===== config.mk =====
export PLATFORM = sky130hd
export DESIGN_NAME = serial_programmed_pwm
export DESIGN_NICKNAME = d
export VERILOG_FILES = /design/src/common/pwm_pkg.sv /design/src/logic/serial_shift_capture.sv /design/src/logic/serial_programmed_pwm.sv
export VERILOG_INCLUDE_DIRS = /design/src /design/src/common
export SDC_FILE = /design/constraint.sdc
export NUM_CORES = 1
export LEC_CHECK = 0
export ABC_AREA = 1
export BUFFER_PORTS_ARGS = -buffer_cell sky130_fd_sc_hd__buf_2
export CORE_MARGIN = 8
export CORE_UTILIZATION = 60
export DETAILED_ROUTE_END_ITERATION = 12
export PLACE_DENSITY = 0.8
export SLEW_MARGIN = 20
export SYNTH_ARGS = -nofsm -noshare
export SYNTH_HDL_FRONTEND = slang
export SYNTH_SLANG_ARGS = --single-unit
export TNS_END_PERCENT = 1

===== constraint.sdc =====
create_clock -name ref_clk -period 2.7 [get_ports ref_clk]
set_input_delay 0.135 -clock ref_clk [delete_from_list [all_inputs] [get_ports ref_clk]]
set_output_delay 0.135 -clock ref_clk [all_outputs]
set_load 0.05 [all_outputs]

===== src/common/pwm_consts.svh =====
// Purpose: numeric constants of the serial programmed pulse modulator
// Assumes: included by bare name after the package
// Notes: definitions only
`ifndef PWM_CONSTS_SVH
`define PWM_CONSTS_SVH

// data register width and serial word
`define SPW_REG_W 8
`define SPW_WORD_W 24
`define SPW_BITCNT_W 5
`define SPW_BITCNT_MAX 5'h1F

// legal write lengths in bits
`define SPW_LEN_ONE 5'h08
`define SPW_LEN_TWO 5'h10
`define SPW_LEN_THREE 5'h18

// byte counts reported with a load
`define SPW_BYTES_ONE 2'h1
`define SPW_BYTES_TWO 2'h2
`define SPW_BYTES_THREE 2'h3

// control register fields
`define SPW_CTRL_DIV_BIT 0
`define SPW_CTRL_PD_BIT 1

// byte positions inside the shifted word
`define SPW_CTRL_HI 23
`define SPW_CTRL_LO 16
`define SPW_FREQ_HI 15
`define SPW_FREQ_LO 8
`define SPW_PW_HI 7
`define SPW_PW_LO 0

// register reset values
`define SPW_CTRL_RST 8'h00
`define SPW_FREQ_RST 8'h00
`define SPW_PW_RST 8'h00

`endif


===== src/common/pwm_pkg.sv =====
// Purpose: types shared by the serial programmed pulse modulator files
// Assumes: widths match pwm_consts.svh
// Notes: no constants here, only types
package pwm_pkg;

    // one load handed from the serial front end at deselection
    typedef struct packed {
        logic strobe;
        logic [1:0] bytes;
        logic [23:0] word;
    } load_s;

    // state of the serial front end
    typedef struct packed {
        logic csPrev;
        logic sckPrev;
        logic [23:0] shift;
        logic [4:0] bitCnt;
        load_s load;
    } serial_state_s;

    // recovery from a threshold trip
    typedef enum logic [2:0] {
        TRIP_IDLE = 3'b001,
        TRIP_HOLD = 3'b010,
        TRIP_ARMED = 3'b100
    } trip_e;

    // state of the modulator core
    typedef struct packed {
        logic [7:0] ctrl;
        logic [7:0] freq;
        logic [7:0] pw;
        logic configured;
        logic running;
        logic [7:0] actFreq;
        logic [7:0] actPw;
        logic actDiv;
        logic srcPrev;
        logic prescale;
        logic [7:0] cnt;
        trip_e trip;
        logic tripFlag;
        logic pwmOut;
    } pwm_state_s;

endpackage


===== src/logic/serial_shift_capture.sv =====
// Purpose: serial write port; shifts bits in and reports a load at deselection
// Assumes: chip select, serial clock and data are synchronous to ref_clk
// Notes: serial clock must be slower than half of ref_clk to be seen
`include "pwm_consts.svh"

module serial_shift_capture (
    // clock and reset
    input wire logic ref_clk,
    input wire logic rst_n,
    // serial pins
    input wire logic csN,
    input wire logic sck,
    input wire logic sdata,
    // load towards the core, one-cycle strobe
    output pwm_pkg::load_s load
);

    pwm_pkg::serial_state_s st_r;
    pwm_pkg::serial_state_s st_nxt;

    always_comb begin
        logic selected;
        logic sckRise;
        logic csRise;
        logic csFall;
        selected = 1'b0;
        sckRise = 1'b0;
        csRise = 1'b0;
        csFall = 1'b0;
        st_nxt = st_r;
        selected = ~csN;
        sckRise = sck & ~st_r.sckPrev;
        csRise = csN & ~st_r.csPrev;
        csFall = ~csN & st_r.csPrev;
        st_nxt.csPrev = csN;
        st_nxt.sckPrev = sck;
        st_nxt.load.strobe = 1'b0;
        if (csFall) begin
            st_nxt.bitCnt = '0; // [RL2]
        end
        if (selected && sckRise) begin
            // msb first: each bit enters at the bottom and moves up
            st_nxt.shift = {st_r.shift[`SPW_WORD_W-2:0], sdata}; // [RL6]
            if (st_r.bitCnt != `SPW_BITCNT_MAX) begin
                st_nxt.bitCnt = st_r.bitCnt + 5'h01;
            end
        end
        if (csRise) begin
            st_nxt.load.word = st_r.shift; // [RL3]
            unique case (st_r.bitCnt)
                `SPW_LEN_ONE: begin
                    st_nxt.load.strobe = 1'b1; // [RL8]
                    st_nxt.load.bytes = `SPW_BYTES_ONE;
                end
                `SPW_LEN_TWO: begin
                    st_nxt.load.strobe = 1'b1;
                    st_nxt.load.bytes = `SPW_BYTES_TWO;
                end
                `SPW_LEN_THREE: begin
                    st_nxt.load.strobe = 1'b1;
                    st_nxt.load.bytes = `SPW_BYTES_THREE;
                end
                default: begin
                    // odd lengths are dropped without touching registers
                    st_nxt.load.strobe = 1'b0; // [RL17]
                end
            endcase
        end
    end

    always_ff @(posedge ref_clk) begin
        if (!rst_n) begin
            st_r <= '{csPrev: 1'b1, sckPrev: 1'b0, shift: '0, bitCnt: '0,
                      load: '0};
        end else begin
            st_r <= st_nxt;
        end
    end

    assign load = st_r.load;

endmodule


===== src/logic/serial_programmed_pwm.sv =====
// Purpose: pulse modulator that divides a sampled source clock, programmed serially
// Assumes: all inputs synchronous to ref_clk; source clock below half of ref_clk
// Notes: threshold comparator is outside; it gives two digital levels
//
// Contract
// (RL1) output derived from source clock, divided by one or two per divider bit
// (RL2) chip select falling selects device and starts a serial write
// (RL3) chip select rising deselects and copies shift register into data registers
// (RL4) sense above upper threshold forces output low immediately
// (RL5) after trip, low until sense below lower, deselect, and register rewrite
// (RL6) serial data sampled on rising serial clock, shifted msb first
// (RL7) after power-up output low until select, 24 bits, deselect
// (RL8) writes are 8, 16 or 24 bits msb first, all accepted
// (RL9) host keeps serial clock low while idle, mode 0,0
// (RL10) host raises chip select after every write
// (RL11) output frequency and duty set by control, frequency, pulse width registers
// (RL12) 24 bits: control, frequency, width; 16: frequency, width; 8: width
// (RL13) period is (N+1)(divider+1) source clocks, N from frequency register
// (RL14) high for (N+1)(divider+1) source clocks at period start, N from width
// (RL15) new frequency or width takes effect after the current period ends
// (RL16) power-down stops clocking, holds output low; left only by 24-bit write
// (RL17) writes of other lengths leave registers unchanged
`include "pwm_consts.svh"

module serial_programmed_pwm (
    // clock and reset
    input wire logic ref_clk,
    input wire logic rst_n,
    // pulse source clock, sampled
    input wire logic srcClk,
    // serial write port
    input wire logic csN,
    input wire logic sck,
    input wire logic sdata,
    // threshold comparator levels
    input wire logic senseAboveUpper,
    input wire logic senseBelowLower,
    // pulse output
    output logic pwmOut,
    // status
    output logic configured,
    output logic running,
    output logic powerDown,
    output logic tripped,
    // register contents
    output logic [7:0] ctrlReg,
    output logic [7:0] freqReg,
    output logic [7:0] pwReg
);

    pwm_pkg::load_s load;
    pwm_pkg::pwm_state_s st_r;
    pwm_pkg::pwm_state_s st_nxt;

    // control bit decodes, shared by the start, wrap and status paths
    function automatic logic div_sel(input logic [7:0] c);
        return c[`SPW_CTRL_DIV_BIT];
    endfunction

    function automatic logic pd_sel(input logic [7:0] c);
        return c[`SPW_CTRL_PD_BIT];
    endfunction

    // copy programmed values into the working copy that the counter uses
    function automatic pwm_pkg::pwm_state_s take_shadow(input pwm_pkg::pwm_state_s s);
        pwm_pkg::pwm_state_s r;
        r = s;
        r.actFreq = s.freq;
        r.actPw = s.pw;
        r.actDiv = div_sel(s.ctrl);
        return r;
    endfunction

    serial_shift_capture u_serial (
        .ref_clk(ref_clk),
        .rst_n(rst_n),
        .csN(csN),
        .sck(sck),
        .sdata(sdata),
        .load(load)
    );

    always_comb begin
        logic srcRise;
        logic tick;
        logic pdNext;
        logic loadOk;
        srcRise = 1'b0;
        tick = 1'b0;
        pdNext = 1'b0;
        loadOk = 1'b0;
        st_nxt = st_r;

        // register loads at deselection; bytes map by write length
        if (load.strobe) begin
            unique case (load.bytes)
                `SPW_BYTES_THREE: begin
                    st_nxt.ctrl = load.word[`SPW_CTRL_HI:`SPW_CTRL_LO]; // [RL12]
                    st_nxt.freq = load.word[`SPW_FREQ_HI:`SPW_FREQ_LO];
                    st_nxt.pw = load.word[`SPW_PW_HI:`SPW_PW_LO];
                    st_nxt.configured = 1'b1; // [RL7]
                end
                `SPW_BYTES_TWO: begin
                    st_nxt.freq = load.word[`SPW_FREQ_HI:`SPW_FREQ_LO]; // [RL12]
                    st_nxt.pw = load.word[`SPW_PW_HI:`SPW_PW_LO];
                end
                `SPW_BYTES_ONE: begin
                    st_nxt.pw = load.word[`SPW_PW_HI:`SPW_PW_LO]; // [RL12]
                end
                default: begin
                    // a strobe never comes with a zero byte count
                    st_nxt.pw = st_r.pw;
                end
            endcase
        end
        loadOk = load.strobe;
        // control only changes on a 24-bit load, so only that can clear it
        pdNext = pd_sel(st_nxt.ctrl); // [RL16]

        // source clock edge and divide-by-one or divide-by-two prescale
        st_nxt.srcPrev = srcClk;
        // a source clock above half of ref_clk would lose edges here
        srcRise = srcClk & ~st_r.srcPrev;
        if (srcRise && st_r.running && !pdNext) begin
            if (st_r.actDiv) begin
                st_nxt.prescale = ~st_r.prescale; // [RL1]
                tick = st_r.prescale;
            end else begin
                tick = 1'b1; // [RL1]
            end
        end

        // period counter; shadowed values swap in only at a period boundary
        if (tick) begin
            if (st_r.cnt == st_r.actFreq) begin
                st_nxt.cnt = '0; // [RL13]
                st_nxt = take_shadow(st_nxt); // [RL15]
            end else begin
                st_nxt.cnt = st_r.cnt + 8'h01;
            end
        end

        // power-down halts counting; a clearing 24-bit load restarts cleanly
        if (pdNext) begin
            st_nxt.running = 1'b0; // [RL16]
            st_nxt.prescale = 1'b0;
            st_nxt.cnt = '0;
        end else if (loadOk && !st_r.running && st_nxt.configured) begin
            // nothing in progress, so the first period starts at deselection
            st_nxt.running = 1'b1; // [RL7]
            st_nxt.cnt = '0;
            st_nxt.prescale = 1'b0;
            st_nxt = take_shadow(st_nxt);
        end

        // threshold trip recovery
        unique case (st_r.trip)
            pwm_pkg::TRIP_IDLE: begin
                if (senseAboveUpper) begin
                    st_nxt.trip = pwm_pkg::TRIP_HOLD; // [RL4]
                end
            end
            pwm_pkg::TRIP_HOLD: begin
                // both levels looked at so a crossed comparator pair cannot arm
                if (senseBelowLower && !senseAboveUpper) begin
                    st_nxt.trip = pwm_pkg::TRIP_ARMED; // [RL5]
                end
            end
            pwm_pkg::TRIP_ARMED: begin
                if (senseAboveUpper) begin
                    st_nxt.trip = pwm_pkg::TRIP_HOLD;
                end else if (loadOk) begin
                    // the load arrives only with a deselection
                    st_nxt.trip = pwm_pkg::TRIP_IDLE; // [RL5]
                end
            end
            default: begin
                // an illegal code is treated as a trip, the safe side
                st_nxt.trip = pwm_pkg::TRIP_HOLD;
            end
        endcase

        // registered so the status pin leaves a flip-flop
        st_nxt.tripFlag = (st_nxt.trip != pwm_pkg::TRIP_IDLE);

        // output is built from next state so it leaves a flip-flop
        // a width at or above the period gives a constant high level
        st_nxt.pwmOut = st_nxt.running && !pdNext && !senseAboveUpper // [RL4]
            && (st_nxt.trip == pwm_pkg::TRIP_IDLE) // [RL5]
            && (st_nxt.cnt <= st_nxt.actPw); // [RL14] [RL11]
    end

    always_ff @(posedge ref_clk) begin
        if (!rst_n) begin
            st_r <= '{
                ctrl: `SPW_CTRL_RST,
                freq: `SPW_FREQ_RST,
                pw: `SPW_PW_RST,
                configured: 1'b0,
                running: 1'b0,
                actFreq: '0,
                actPw: '0,
                actDiv: 1'b0,
                srcPrev: 1'b0,
                prescale: 1'b0,
                cnt: '0,
                trip: pwm_pkg::TRIP_IDLE,
                tripFlag: 1'b0,
                pwmOut: 1'b0
            };
        end else begin
            st_r <= st_nxt;
        end
    end

    assign pwmOut = st_r.pwmOut;
    assign configured = st_r.configured;
    assign running = st_r.running;
    assign powerDown = pd_sel(st_r.ctrl);
    assign tripped = st_r.tripFlag;
    assign ctrlReg = st_r.ctrl;
    assign freqReg = st_r.freq;
    assign pwReg = st_r.pw;

endmodule


## Yosys cells after proc, flatten, opt, wreduce, memory -nomap -nowiden

Cells that the tools add are included.

- Add/sub/neg operators: 2
- Order comparisons: 1
- Equal/unequal tests: 13
- Muxes and demuxes: 27
- Bitwise logic cells: 10
- Reductions and logical operators: 20

Operators with widths:

| kind | number |
|---|---|
| 2-to-1 mux 8 bit | 5 |
| 2-to-1 mux 33 bit | 1 |
| 2-to-1 mux 32 bit | 1 |
| 2-to-1 mux 25 bit | 1 |
| 2-to-1 mux 5 bit | 4 |
| 2-to-1 mux 19 bit | 1 |
| 2-to-1 mux 18 bit | 1 |
| 2-to-1 mux 3 bit | 4 |
| == test 5 bit (second input constant) | 2 |
| logical AND 1 bit | 10 |
| one-hot mux 3 bit (3 select lines) | 1 |
| OR reduction 3 bit | 3 |
| adder 8 x 1 -> 8 bit (second input constant) | 1 |
| == test 8 bit | 1 |
| less-or-equal comparator 8 bit | 1 |
| 2-to-1 mux 1 bit | 7 |
| == test 3 x 1 -> 1 bit (second input constant) | 2 |
| inverter 1 bit | 6 |
| one-hot mux 2 bit (3 select lines) | 1 |
| adder 5 x 1 -> 5 bit (second input constant) | 1 |
| == test 5 x 4 -> 1 bit (second input constant) | 1 |
| inequality test 5 bit (second input constant) | 1 |
| bitwise AND 1 bit | 4 |
| == test 2 bit (second input constant) | 2 |
| 8 further kinds | 11 |

- Register bits: 116
- Bits of input ports: 8
- Output and inout port bits: 29
- Logic and storage cells: 94

## Longest topological paths before layout

Gate-level depths: netlist (run 1).

- Depth in word-level cells: 17
- Mapped depth: 19
- Gate-level depth less buffers: 18

## Modules after synthesis

From an unflattened synthesis (run 1), not the netlist that was laid out.

- Cells, all modules: 694
- Area total of the unflattened synthesis: 5455.2 µm²

Modules (own cells, without submodules):

| module | times used | cells each | area an instance (µm²) | sequential area each (µm²) |
|---|---|---|---|---|
| serial_programmed_pwm | 1 | 414 | 3037.9 | 1161.1 |
| serial_shift_capture | 1 | 280 | 2417.3 | 1161.1 |

## Worst setup path before layout (run 1)

No wires, ideal clock.

- Kind: register -> register
- Start point: register st_r (netlist bit running)
- End point: register st_r (netlist bit pwmOut)
- Setup time: 122 ps
- Data arrival time: 2353 ps
- Required time: 2578 ps
- Path slack: 225 ps
- Cell stages (with the launch flop): 16
- Path buffers: 2
- Clock period less this slack: 2475 ps
- Cell sequence: dfxtp_1 > inv_2 > nor3b_4 > nand3_4 > inv_2 > nand2_2 > buf_6 > buf_6 > nand3_1 > nor2_1 > ha_1 > nand2_1 > nor2_1 > nand2_1 > o211ai_1 > a21oi_1

RTL lines:

| item | RTL line | source |
|---|---|---|
| start, declared | serial_programmed_pwm.sv:52 | `pwm_pkg::pwm_state_s st_r;` |
| start signal, assigned | serial_programmed_pwm.sv:195 | `st_r <= '{` |
| start signal, assigned | serial_programmed_pwm.sv:212 | `st_r <= st_nxt;` |

==> results.tsv, run 1 <==
metric	value	unit
outcome	finished clean	
drive_gt1_share	12.88	%
p_per_area	716.1	nW/um2
syn_avg_cell_area	7.574	um2
hold_class	in2reg	
fmaxAchievable	415.3	MHz
ir_worst_vdd	0.0006962	V
hpwl	7.248	mm
wl_per_cell	13.90	um
slew_headroom	64.08	%
p_int	3176	uW
cts_tree	done	
p_comb_share	3.7	%
grt_pass1_wl	18.55	mm
critPathKind	reg2reg	
viasPerCell	5.333	
h-tree-depth	4	
die_w	107.3	um
wl_met3	598	um
syn-cell-area	4999	um2
drc	0	
diodes	0	
synth-seq-area-share	46.46	%
synthCells	660	
die_h	107.3	um
gp_congestion	0.8355	
power_leakage	0.002659	uW
required	3100	ps
rsz0062_at_grt	false	
final_area	5725	um2
slew_viol_final	0	
dr.pass1.iters	5	
antenna_found_initial	0	
netlist.area_leader.share	46.46	%
seq_power_share	43.7	%
crit_path_max_fanout	20	
cts-root-buf	clkbuf_8	
post-route-period-util	89.18	%
cap_violations	0	
cp-start-kind	register	
finalSetupViolations	0	
switchingPower	924.4	uW
dr_wl_met2	5.508	mm
grt_overflow	0	
ios	37	
synthTopCellsByArea	dfxtp_1 46%, nor2_1 8.6%, nand2_1 8.2%, o21ai_0 5.6%, a21oi_1 4.7%	
insertion_delay	510	ps
yosys.area.top_type	dfxtp_1	
wl	11.06	mm
cts_buffers	17	
ys_types	31	
top_layer_used	met4	
met1_length	4.789	mm
tns	0	ps
synth-seq-cells	116	
synth_warnings	0	
cts.sinks	116	
path_clk_slew	60	ps
dr.first_iter.drc_count	254	
synth_fp_nets	681	
clock_skew	6.551	ps
cp-end-kind	register	
die_area	11510	um2
regArea	2323	um2
post-route-min-period	2408	ps
crit_arrival	2810	ps
grt_max_degree	63	
first_global_vias	4084	
nFillCells	630	
portBuffers	36	
placed_cell_area	5056	um2
clkPwrFrac	52.7	%
swShare	22.55	%
timing_hold_violations_final	0	
clockBufferDepth	2	
row_count	33	
worstMarginPinSlew	538.7	ps
vias	4245	
gr-usage-all-layers	19.96	%
multi_input_area	2130	um2
initial_utilization	61.45	%
core_area	8134	um2
antenna_left	0	
fin_nets	699	
cts_setup_buffers	0	
areaGrowthSynthToFinish	14.54	%
-- synthesized netlist by cell type (all sizes together) --
cell,count
a211oi,2
a21boi,8
a21oi,47
buf,31
clkbuf,21
clkinv,2
dfxtp,116
ha,13
inv,64
mux2i,15
nand2,114
nand3,29
nand3b,2
nand4,4
nor2,115
nor3,13
nor3b,2
nor4,3
o211ai,1
o21ai,56
o31ai,1
xor2,1
-- through the flow --
step	utilization (%)	total power (uW)	setup WS, ps	hold slack (ps)	std cells
after floorplan	-	1922	224.9	222.8	660
after global placement	62.16	1956	322.4	332.3	756
after detailed placement	62.16	1964	199.9	336.8	756
after CTS	70.24	4120	159.1	339.0	796
after global routing	70.39	4234	53.51	378.0	796
final	70.39	4100	292.0	369.4	796
-- what timing repair did --
action / CTS / global route
resized for setup: 0 / 4
hold buffers: 8 / 0
endpoints found under the hold margin: 7 / 0
setup endpoints to repair: 0 / 1
-- path summary, 6_finish.rpt --
path | startpoint | to | slack, ps | depth (start not counted)
worst max-delay path | running$_SDFF_PN0_ | pwmOut$_SDFF_PN0_ | 290 | 14
worst min-delay path | sck | u_serial.st_r[56]$_SDFF_PN0_ | 370 | 4
worst max register to register | running$_SDFF_PN0_ | pwmOut$_SDFF_PN0_ | 290 | 14
worst min register to register | u_serial.load[21]$_SDFFE_PN0P_ | ctrlReg[5]$_SDFFE_PN0P_ | 460 | 2
-- final cells by class --
| type | instances | share of cell area [%] |
|---|---|---|
| flip-flops and latches | 116 | 40.58 |
| multi-input cells | 426 | 37.19 |
| clock buffers | 21 | 7.845 |
| repair buffers | 51 | 5.529 |
| inverters | 66 | 4.327 |
| well taps | 105 | 2.295 |
| clock inverters | 11 | 2.229 |
-- state kept, by name, indices dropped and copies added (netlist names), named ones only --
name           cells
configured         1
ctrlReg            8
freqReg            8
pwReg              8
pwmOut             1
running            1
st_r              29
tripped            1
u_serial.load     27
u_serial.st_r     31
-- power groups by stage --
stage / clock network, uW / registers (uW) / logic [uW]
finish: 2160 / 1790 / 151
detailed placement: 0 / 1830 / 138
floorplan: 0 / 1820 / 101
global route: 2270 / 1800 / 170
global placement: 0 / 1820 / 132
CTS: 2180 / 1790 / 150
-- critical path, cell delays in order (launching register included) --
cell and delay (ps):
dfxtp_1 380, inv_2 80, nor3b_4 310, nand3_4 170
inv_2 150, nand2_4 120, buf_6 200, nand3_1 100
nor2_1 60, ha_1 280, nand2_1 60, nor2_1 140
nand2_1 70, o211ai_1 80, a21oi_1 90
-- per-layer routing --
metal / up-vias / track usage, %
met2: 124 / 33.14
met3: 20 / 5.928
met5: - / 0
met4: 0 / 8.945
li1: 2136 / -
met1: 1965 / 23.25
-- cells in the final DEF, fill, tap and decap left out, types with 2 or more instances in the layout --
cell / n
a21oi_1: 47
clkinv_2: 2
clkbuf_1: 2
inv_2: 3
nor3_1: 12
buf_4: 6
mux2i_1: 15
nor4_1: 3
a21boi_0: 8
clkinvlp_4: 3
nor2_1: 113
clkinv_4: 3
buf_2: 36
clkinv_1: 2
inv_1: 61
dlygate4sd3_1: 8
bufinv_16: 2
nand3_1: 27
o21ai_0: 56
clkbuf_8: 3
clkbuf_16: 16
dfxtp_1: 115
nor2_2: 2
a211oi_1: 2
nand2_2: 5
nand4_1: 4
nand2_1: 108
nand3b_1: 2
ha_1: 13
-- cell families (layout without fill, tap and decap cells) --
logic type      after synthesis  count (layout)  synth area share [%]
flops                       116             116                 46.46
xor+xnor                      1               1                0.1753
simple gates                282             282                 23.85
mux                          15              15                 3.004
fa+ha+maj                    13              13                 3.254
buf+inv                     118             149                 11.14
compound gates              115             115                 12.12
Note: power is estimated with default switching activity, not from simulation.
==> run 2: changes to the inputs <==
--- a/config.mk
+++ b/config.mk
@@ -8,11 +8,13 @@
 export LEC_CHECK = 0
 export ABC_AREA = 1
 export BUFFER_PORTS_ARGS = -buffer_cell sky130_fd_sc_hd__buf_2
+export CORE_ASPECT_RATIO = 0.5
 export CORE_MARGIN = 8
 export CORE_UTILIZATION = 60
 export DETAILED_ROUTE_END_ITERATION = 12
+export GPL_TIMING_DRIVEN = 0
 export PLACE_DENSITY = 0.8
-export SLEW_MARGIN = 20
+export SLEW_MARGIN = 5
 export SYNTH_ARGS = -nofsm -noshare
 export SYNTH_HDL_FRONTEND = slang
 export SYNTH_SLANG_ARGS = --single-unit
==> run 2 against run 1 <==
  * Register-to-register slack worse by 100 ps
  * Setup slack got worse by 100 ps
  * Highest routed layer unchanged
  * Clock power is 7% higher
  * Worst hold slack worse by 360 ps
  * Flip-flop and latch count unchanged
  * Design area increased by 5.3%
  * Via count grew 5.6%
==> results.tsv, run 2 (synthesized netlist as in run 1, its figures left out) <==
metric	value	unit	change
outcome	finished clean		
regMostFlops	u_serial.st_r		
swShare	21.30	%	-1.2 points
hold_class	in2reg		
drive_gt1_share	15.53	%	+2.7 points
ios	37		unchanged
final_cell_mix	115 x dfxtp_1, 113 x nor2_1, 108 x nand2_1		
dr.pass1.iters	6		+1
cts_tree	done		
worst_slack	192.2	ps	-99.80 ps
crit_path_max_fanout	10		-50%
cts_buffers	17		unchanged
p_int	3360	uW	+5.8%
gp_congestion	0.8568		+2.5%
place_worst_setup_slack	195.3	ps	-4.586 ps
r2r_start	u_serial.load[26]$_SDFF_PN0_		
grt_overflow	0		unchanged
die_area	11680	um2	+1.5%
die_w	145.1	um	+35%
diodes	0		unchanged
cts.sinks	116		unchanged
layout_commonest_cell	dfxtp_1		
wl_per_cell	14.83	um	+6.7%
required	3030	ps	-70 ps
antenna_found_initial	0		unchanged
die_h	80.54	um	-25%
grt_pass1_wl	19.91	mm	+7.3%
power_leakage	0.002831	uW	+6.5%
fmaxAchievable	398.8	MHz	-4.0%
row_count	23		-30%
seq_power_share	42.1	%	-1.6 points
clockBufferDepth	2		unchanged
cp-end-kind	register		
insertion_delay	420	ps	-90 ps
post-route-min-period	2508	ps	+99.80 ps
finalSetupViolations	0		unchanged
hpwl	8.333	mm	+15%
cap_violations	0		unchanged
drc	0		unchanged
vias	4481		+5.6%
stdcell_count	846		+6.3%
worstMarginPinSlew	637.9	ps	+99.16 ps
grt_max_degree	17		-73%
startpoint	u_serial.load[26]$_SDFF_PN0_		
tns	0	ps	unchanged
dr.first_iter.drc_count	296		+17%
p_comb_share	3.6	%	about the same
wl	12.55	mm	+13%
p_per_area	708.3	nW/um2	-1.1%
antenna_left	0		unchanged
clkPwrFrac	54.3	%	+1.6 points
portBuffers	35		-2.8%
slew_headroom	57.24	%	-6.8 points
cp-start-kind	register		
h-tree-depth	4		unchanged
first_global_vias	4171		+2.1%
areaGrowthSynthToFinish	20.58	%	
min_from	senseBelowLower		
cts-root-buf	clkbuf_16		
timing_hold_violations_final	0		unchanged
holdWs	9.778	ps	-359.6 ps
core_area	8058	um2	-0.94%
post-route-period-util	92.88	%	+3.7 points
gr-usage-all-layers	21.29	%	+1.3 points
path_clk_slew	50	ps	about the same
place_inst	807		+6.7%
viasPerCell	5.297		-0.68%
critPathKind	reg2reg		
switchingPower	909.4	uW	-1.6%
crit_arrival	2840	ps	+30 ps
fin_nets	744		+6.4%
ir_worst_vdd	0.0004869	V	-30%
initial_utilization	62.03	%	+0.58 points
utilization	74.80	%	+4.4 points
clock_skew	6.694	ps	+0.1432 ps
slew_viol_final	0		unchanged
largest_register_ffs	31		unchanged
-- run 2: final cells by class --
| cell class | instances | area [um2] |
|---|---|---|
| fill | 575 | 2031 |
| timing repair buffer | 44 | 255.2 |
| multi-input combinational | 426 | 2140 |
| sequential | 116 | 2323 |
| inverter | 66 | 250.2 |
| buffer | 52 | 314.1 |
| clock buffer | 20 | 446.7 |
| clock inverter | 10 | 157.7 |
| tap | 112 | 140.1 |
-- run 2: timing repair --
item | CTS | global route
hold buffers | 5 | 0
setup buffers | 0 | 4
setup endpoints to repair | 0 | 1
resized for setup | 0 | 10
hold endpoints to repair | 5 | 0
-- run 2: worst max-delay path, cell delays in order, from the launching register on --
cell,delay [ps]
dfxtp_1,310
clkbuf_4,170
nand4_1,170
nand2_4,170
nand3_4,150
inv_4,120
nand2_2,90
buf_6,150
nand2_2,130
nand2_1,70
nand2_1,110
ha_1,260
a21oi_1,130
o21ai_0,80
nand2_1,60
o211ai_1,70
a21oi_1,190
-- run 2: stage by stage --
step	power (uW)	instance area, um2
floorplan	1922	4999
global placement	1969	5314
detailed placement	1974	5314
CTS	4268	5968
global route	4382	6027
finish	4269	6027
-- run 2: final timing paths --
kind	to	slack (ps)	cells after the start
worst max-delay path	pwmOut$_SDFF_PN0_	190	16
worst min-delay path	st_r[4]$_SDFF_PN0_	10	3
worst max register to register	pwmOut$_SDFF_PN0_	190	16
worst min register to register	ctrlReg[3]$_SDFFE_PN0P_	460	2
-- run 2: power groups by stage --
stage	Clock [uW]	Combinational (uW)	Sequential, uW
3_3_place_gp	0	141	1830
6_report	2320	156	1800
4_1_cts	2320	153	1790
5_1_grt	2410	174	1800
2_1_floorplan	0	101	1820
3_5_place_dp	0	145	1830
-- run 2: per-layer routing --
metal	GRT usage [%]	vias up	share of wire [%]
met4	8.342	0	1.5
li1	-	2236	-
met1	26.06	2074	46
met3	6.558	21	6.1
met5	0	-	0
met2	35.05	150	46
==> run 3: changes to the inputs <==
--- a/config.mk
+++ b/config.mk
@@ -6,14 +6,13 @@
 export SDC_FILE = /design/constraint.sdc
 export NUM_CORES = 1
 export LEC_CHECK = 0
-export ABC_AREA = 1
 export BUFFER_PORTS_ARGS = -buffer_cell sky130_fd_sc_hd__buf_2
 export CORE_ASPECT_RATIO = 0.5
 export CORE_MARGIN = 8
 export CORE_UTILIZATION = 60
 export DETAILED_ROUTE_END_ITERATION = 12
 export GPL_TIMING_DRIVEN = 0
-export PLACE_DENSITY = 0.8
+export PLACE_DENSITY = 0.79
 export SLEW_MARGIN = 5
 export SYNTH_ARGS = -nofsm -noshare
 export SYNTH_HDL_FRONTEND = slang
==> run 3 against run 2 <==
  * Clock power fell by 10%
  * Sequential power fell by 4%
  * Fmax down 5.3%
  * Synthesized cell count is 9.2% lower
  * Area after synthesis rose by 4.5%
  * Register-to-register slack worse by 140 ps
  * Critical path type unchanged
==> results.tsv, run 3 <==
metric	value	unit	change
die_w	147.9	um	+2.0%
cp-start-kind	register		
antenna_left	0		unchanged
clockBufferDepth	2		unchanged
outcome	finished clean		
crit_family	compound AO/OA/AOI/OAI gates		
slowest_stage	dfxtp_1		
place_inst	752		-6.8%
hold_class	in2reg		
cap_violations	0		unchanged
required	3030	ps	about the same
areaGrowthSynthToFinish	22.90	%	
die_h	81.97	um	+1.8%
syn-cell-area	5223	um2	+4.5%
synth_warnings	0		unchanged
synthCells	599		-9.2%
worstMarginPinSlew	839.9	ps	+202.0 ps
synth_enable_flop_cells	0		unchanged
ys_types	46		+48%
syn_avg_cell_area	8.719	um2	+15%
total_power	3919	uW	-8.2%
cts_tree	done		
p_per_area	610.6	nW/um2	-14%
clock_skew	5.698	ps	-0.9956 ps
slew_headroom	43.22	%	-14 points
yosysMostFrequentCell	nand2_1		
post-route-period-util	98.07	%	+5.2 points
core_area	8588	um2	+6.6%
synth_fp_nets	620		-9.0%
insertion_delay	410	ps	about the same
layout_commonest_cell	nand2_1		
hpwl	8.336	mm	about the same
grt_pass1_wl	19.73	mm	-0.90%
diodes	0		unchanged
finalSetupViolations	0		unchanged
nFillCells	643		+12%
gr-usage-all-layers	20.62	%	-0.67 points
viasPerCell	5.414		+2.2%
h-tree-depth	4		unchanged
slew_viol_final	0		unchanged
grt_max_degree	17		unchanged
drc	0		unchanged
critPathKind	reg2reg		
power_leakage	0.002651	uW	-6.4%
wl	12.53	mm	-0.12%
cts-root-buf	clkbuf_16		
fin_nets	696		-6.5%
critPathMaxStageDelay	330	ps	+20 ps
cts.sinks	116		unchanged
first_global_vias	4083		-2.1%
largest_register_ffs	31		unchanged
regMostFlops	u_serial.st_r		
ir_worst_vdd	0.0004875	V	+0.13%
crit_path_max_fanout	8		-2
final_cell_mix	153 x nand2_1, 109 x dfxtp_1, 68 x a21boi_0		
fmaxAchievable	377.7	MHz	-5.3%
ys.flop_type	dfxtp_1		
holdWs	112.3	ps	+102.5 ps
post-route-min-period	2648	ps	+140.0 ps
cp-end-kind	register		
cts_buffers	17		unchanged
path_clk_slew	50	ps	about the same
synth_commonest_cells	157 x nand2_1, 116 x dfxtp_1, 68 x a21boi_0		
yosys.area.top_type	dfxtp_1		
die_area	12130	um2	+3.8%
dr.pass1.iters	5		-1
portBuffers	36		+2.9%
drive_gt1_share	23.83	%	+8.3 points
multi_input_area	2650	um2	+24%
regArea	2331	um2	+0.32%
initial_utilization	60.81	%	-1.2 points
gp_congestion	0.8235		-3.9%
row_count	24		+4.3%
path_cells	buf_6, xor2_1, nor4_4, buf_4, a32o_2, buf_6, nand2_4, o21ai_2, ha_1, a21o_1, a21o_1, a21oi_2, a32oi_1, nor3b_1		
timing_hold_violations_final	0		unchanged
antenna_found_initial	0		unchanged
grt_overflow	0		unchanged
ios	37		unchanged
ys_async_sr_fraction	0	%	unchanged
synthTopCellsByArea	dfxtp_1 44%, nand2_1 11%, a21boi_0 9.8%, buf_4 3.6%, ha_1 3.1%		
synth-seq-area-share	44.47	%	-2.0 points
rsz0062_at_grt	true		
dr.first_iter.drc_count	307		+3.7%
netlist.area_leader.share	44.47	%	-2.0 points
vias	4337		-3.2%
crit_buf_inv	3		unchanged
stdcell_count	801		-5.3%
wl_per_cell	15.65	um	+5.5%
crit_arrival	2980	ps	+140 ps
synth-seq-cells	116		unchanged
## run 3: final timing paths
check,startpoint,to,slack [ps],cells past startpoint
hold / removal,rst_n,register,110,3
setup reg to reg,st_r[8]$_SDFF_PN0_,pwmOut$_SDFF_PN0_,50,14
hold reg to reg,u_serial.st_r[55]$_SDFFE_PN0P_,u_serial.load[23]$_SDFFE_PN0P_,470,2
setup / recovery,st_r[8]$_SDFF_PN0_,pwmOut$_SDFF_PN0_,50,14
## run 3: power breakdown
part	internal, uW	total, uW	leakage [uW]	switching, uW
combinational	41.9	111	0.00144	69.4
sequential	1720	1730	0.000940	6.94
clock	1330	2080	0.000267	745
total	3100	3920	0.00265	821
## run 3: stage by stage
| step | util, % | setup TNS, ps | worst slack (ps) | cell area [um2] |
|---|---|---|---|---|
| floorplan | - | 0 | 12.56 | 5223 |
| global placement | 64.61 | -154.1 | -154.1 | 5549 |
| detailed placement | 64.61 | -169.7 | -169.7 | 5549 |
| CTS | 72.65 | 0 | 9.500 | 6240 |
| global route | 74.74 | -89.06 | -89.06 | 6419 |
| finish | 74.74 | 0 | 52.23 | 6419 |
## run 3: cell families after synthesis
logic type                 Yosys count  share of synthesized area [%]
and+or+nand+nor                    241                          21.59
DFF                                116                          44.47
xor gates and xnor gates             8                          1.342
buffers and inverters               65                          7.547
muxes                               10                          1.917
adders and majority gates           13                          3.115
AOI/OAI and AO/OA                  146                          20.03
## run 3: per-layer routing
| layer | global-route usage (%) | wire [um] |
|---|---|---|
| met5 | 0 | 0 |
| met4 | 8.073 | 187 |
| met2 | 33.82 | 5671 |
| met1 | 25.99 | 6065 |
| met3 | 5.443 | 607 |
## run 3: layout make-up
type	instances	share of cell area, %
Multi-Input combinational cell	418	41.29
Clock inverter	5	0.8187
Clock buffer	23	7.602
Buffer	57	5.653
Sequential cell	116	36.32
Tap cell	117	2.281
Timing Repair Buffer	58	5.634
Inverter	7	0.4094
## run 3: repair_timing
action                                  CTS  global route
endpoints found under the setup margin    1             1
cloned                                    1             0
resized for setup                         9            35
pin swaps                                 5            19
setup buffers                             9             7
endpoints found under the hold margin     5             0
hold buffers                              5             0
## run 3: worst min-delay path: stages
cell,delay (ps)
buf_2,150
o21ai_0,130
nor2_1,60
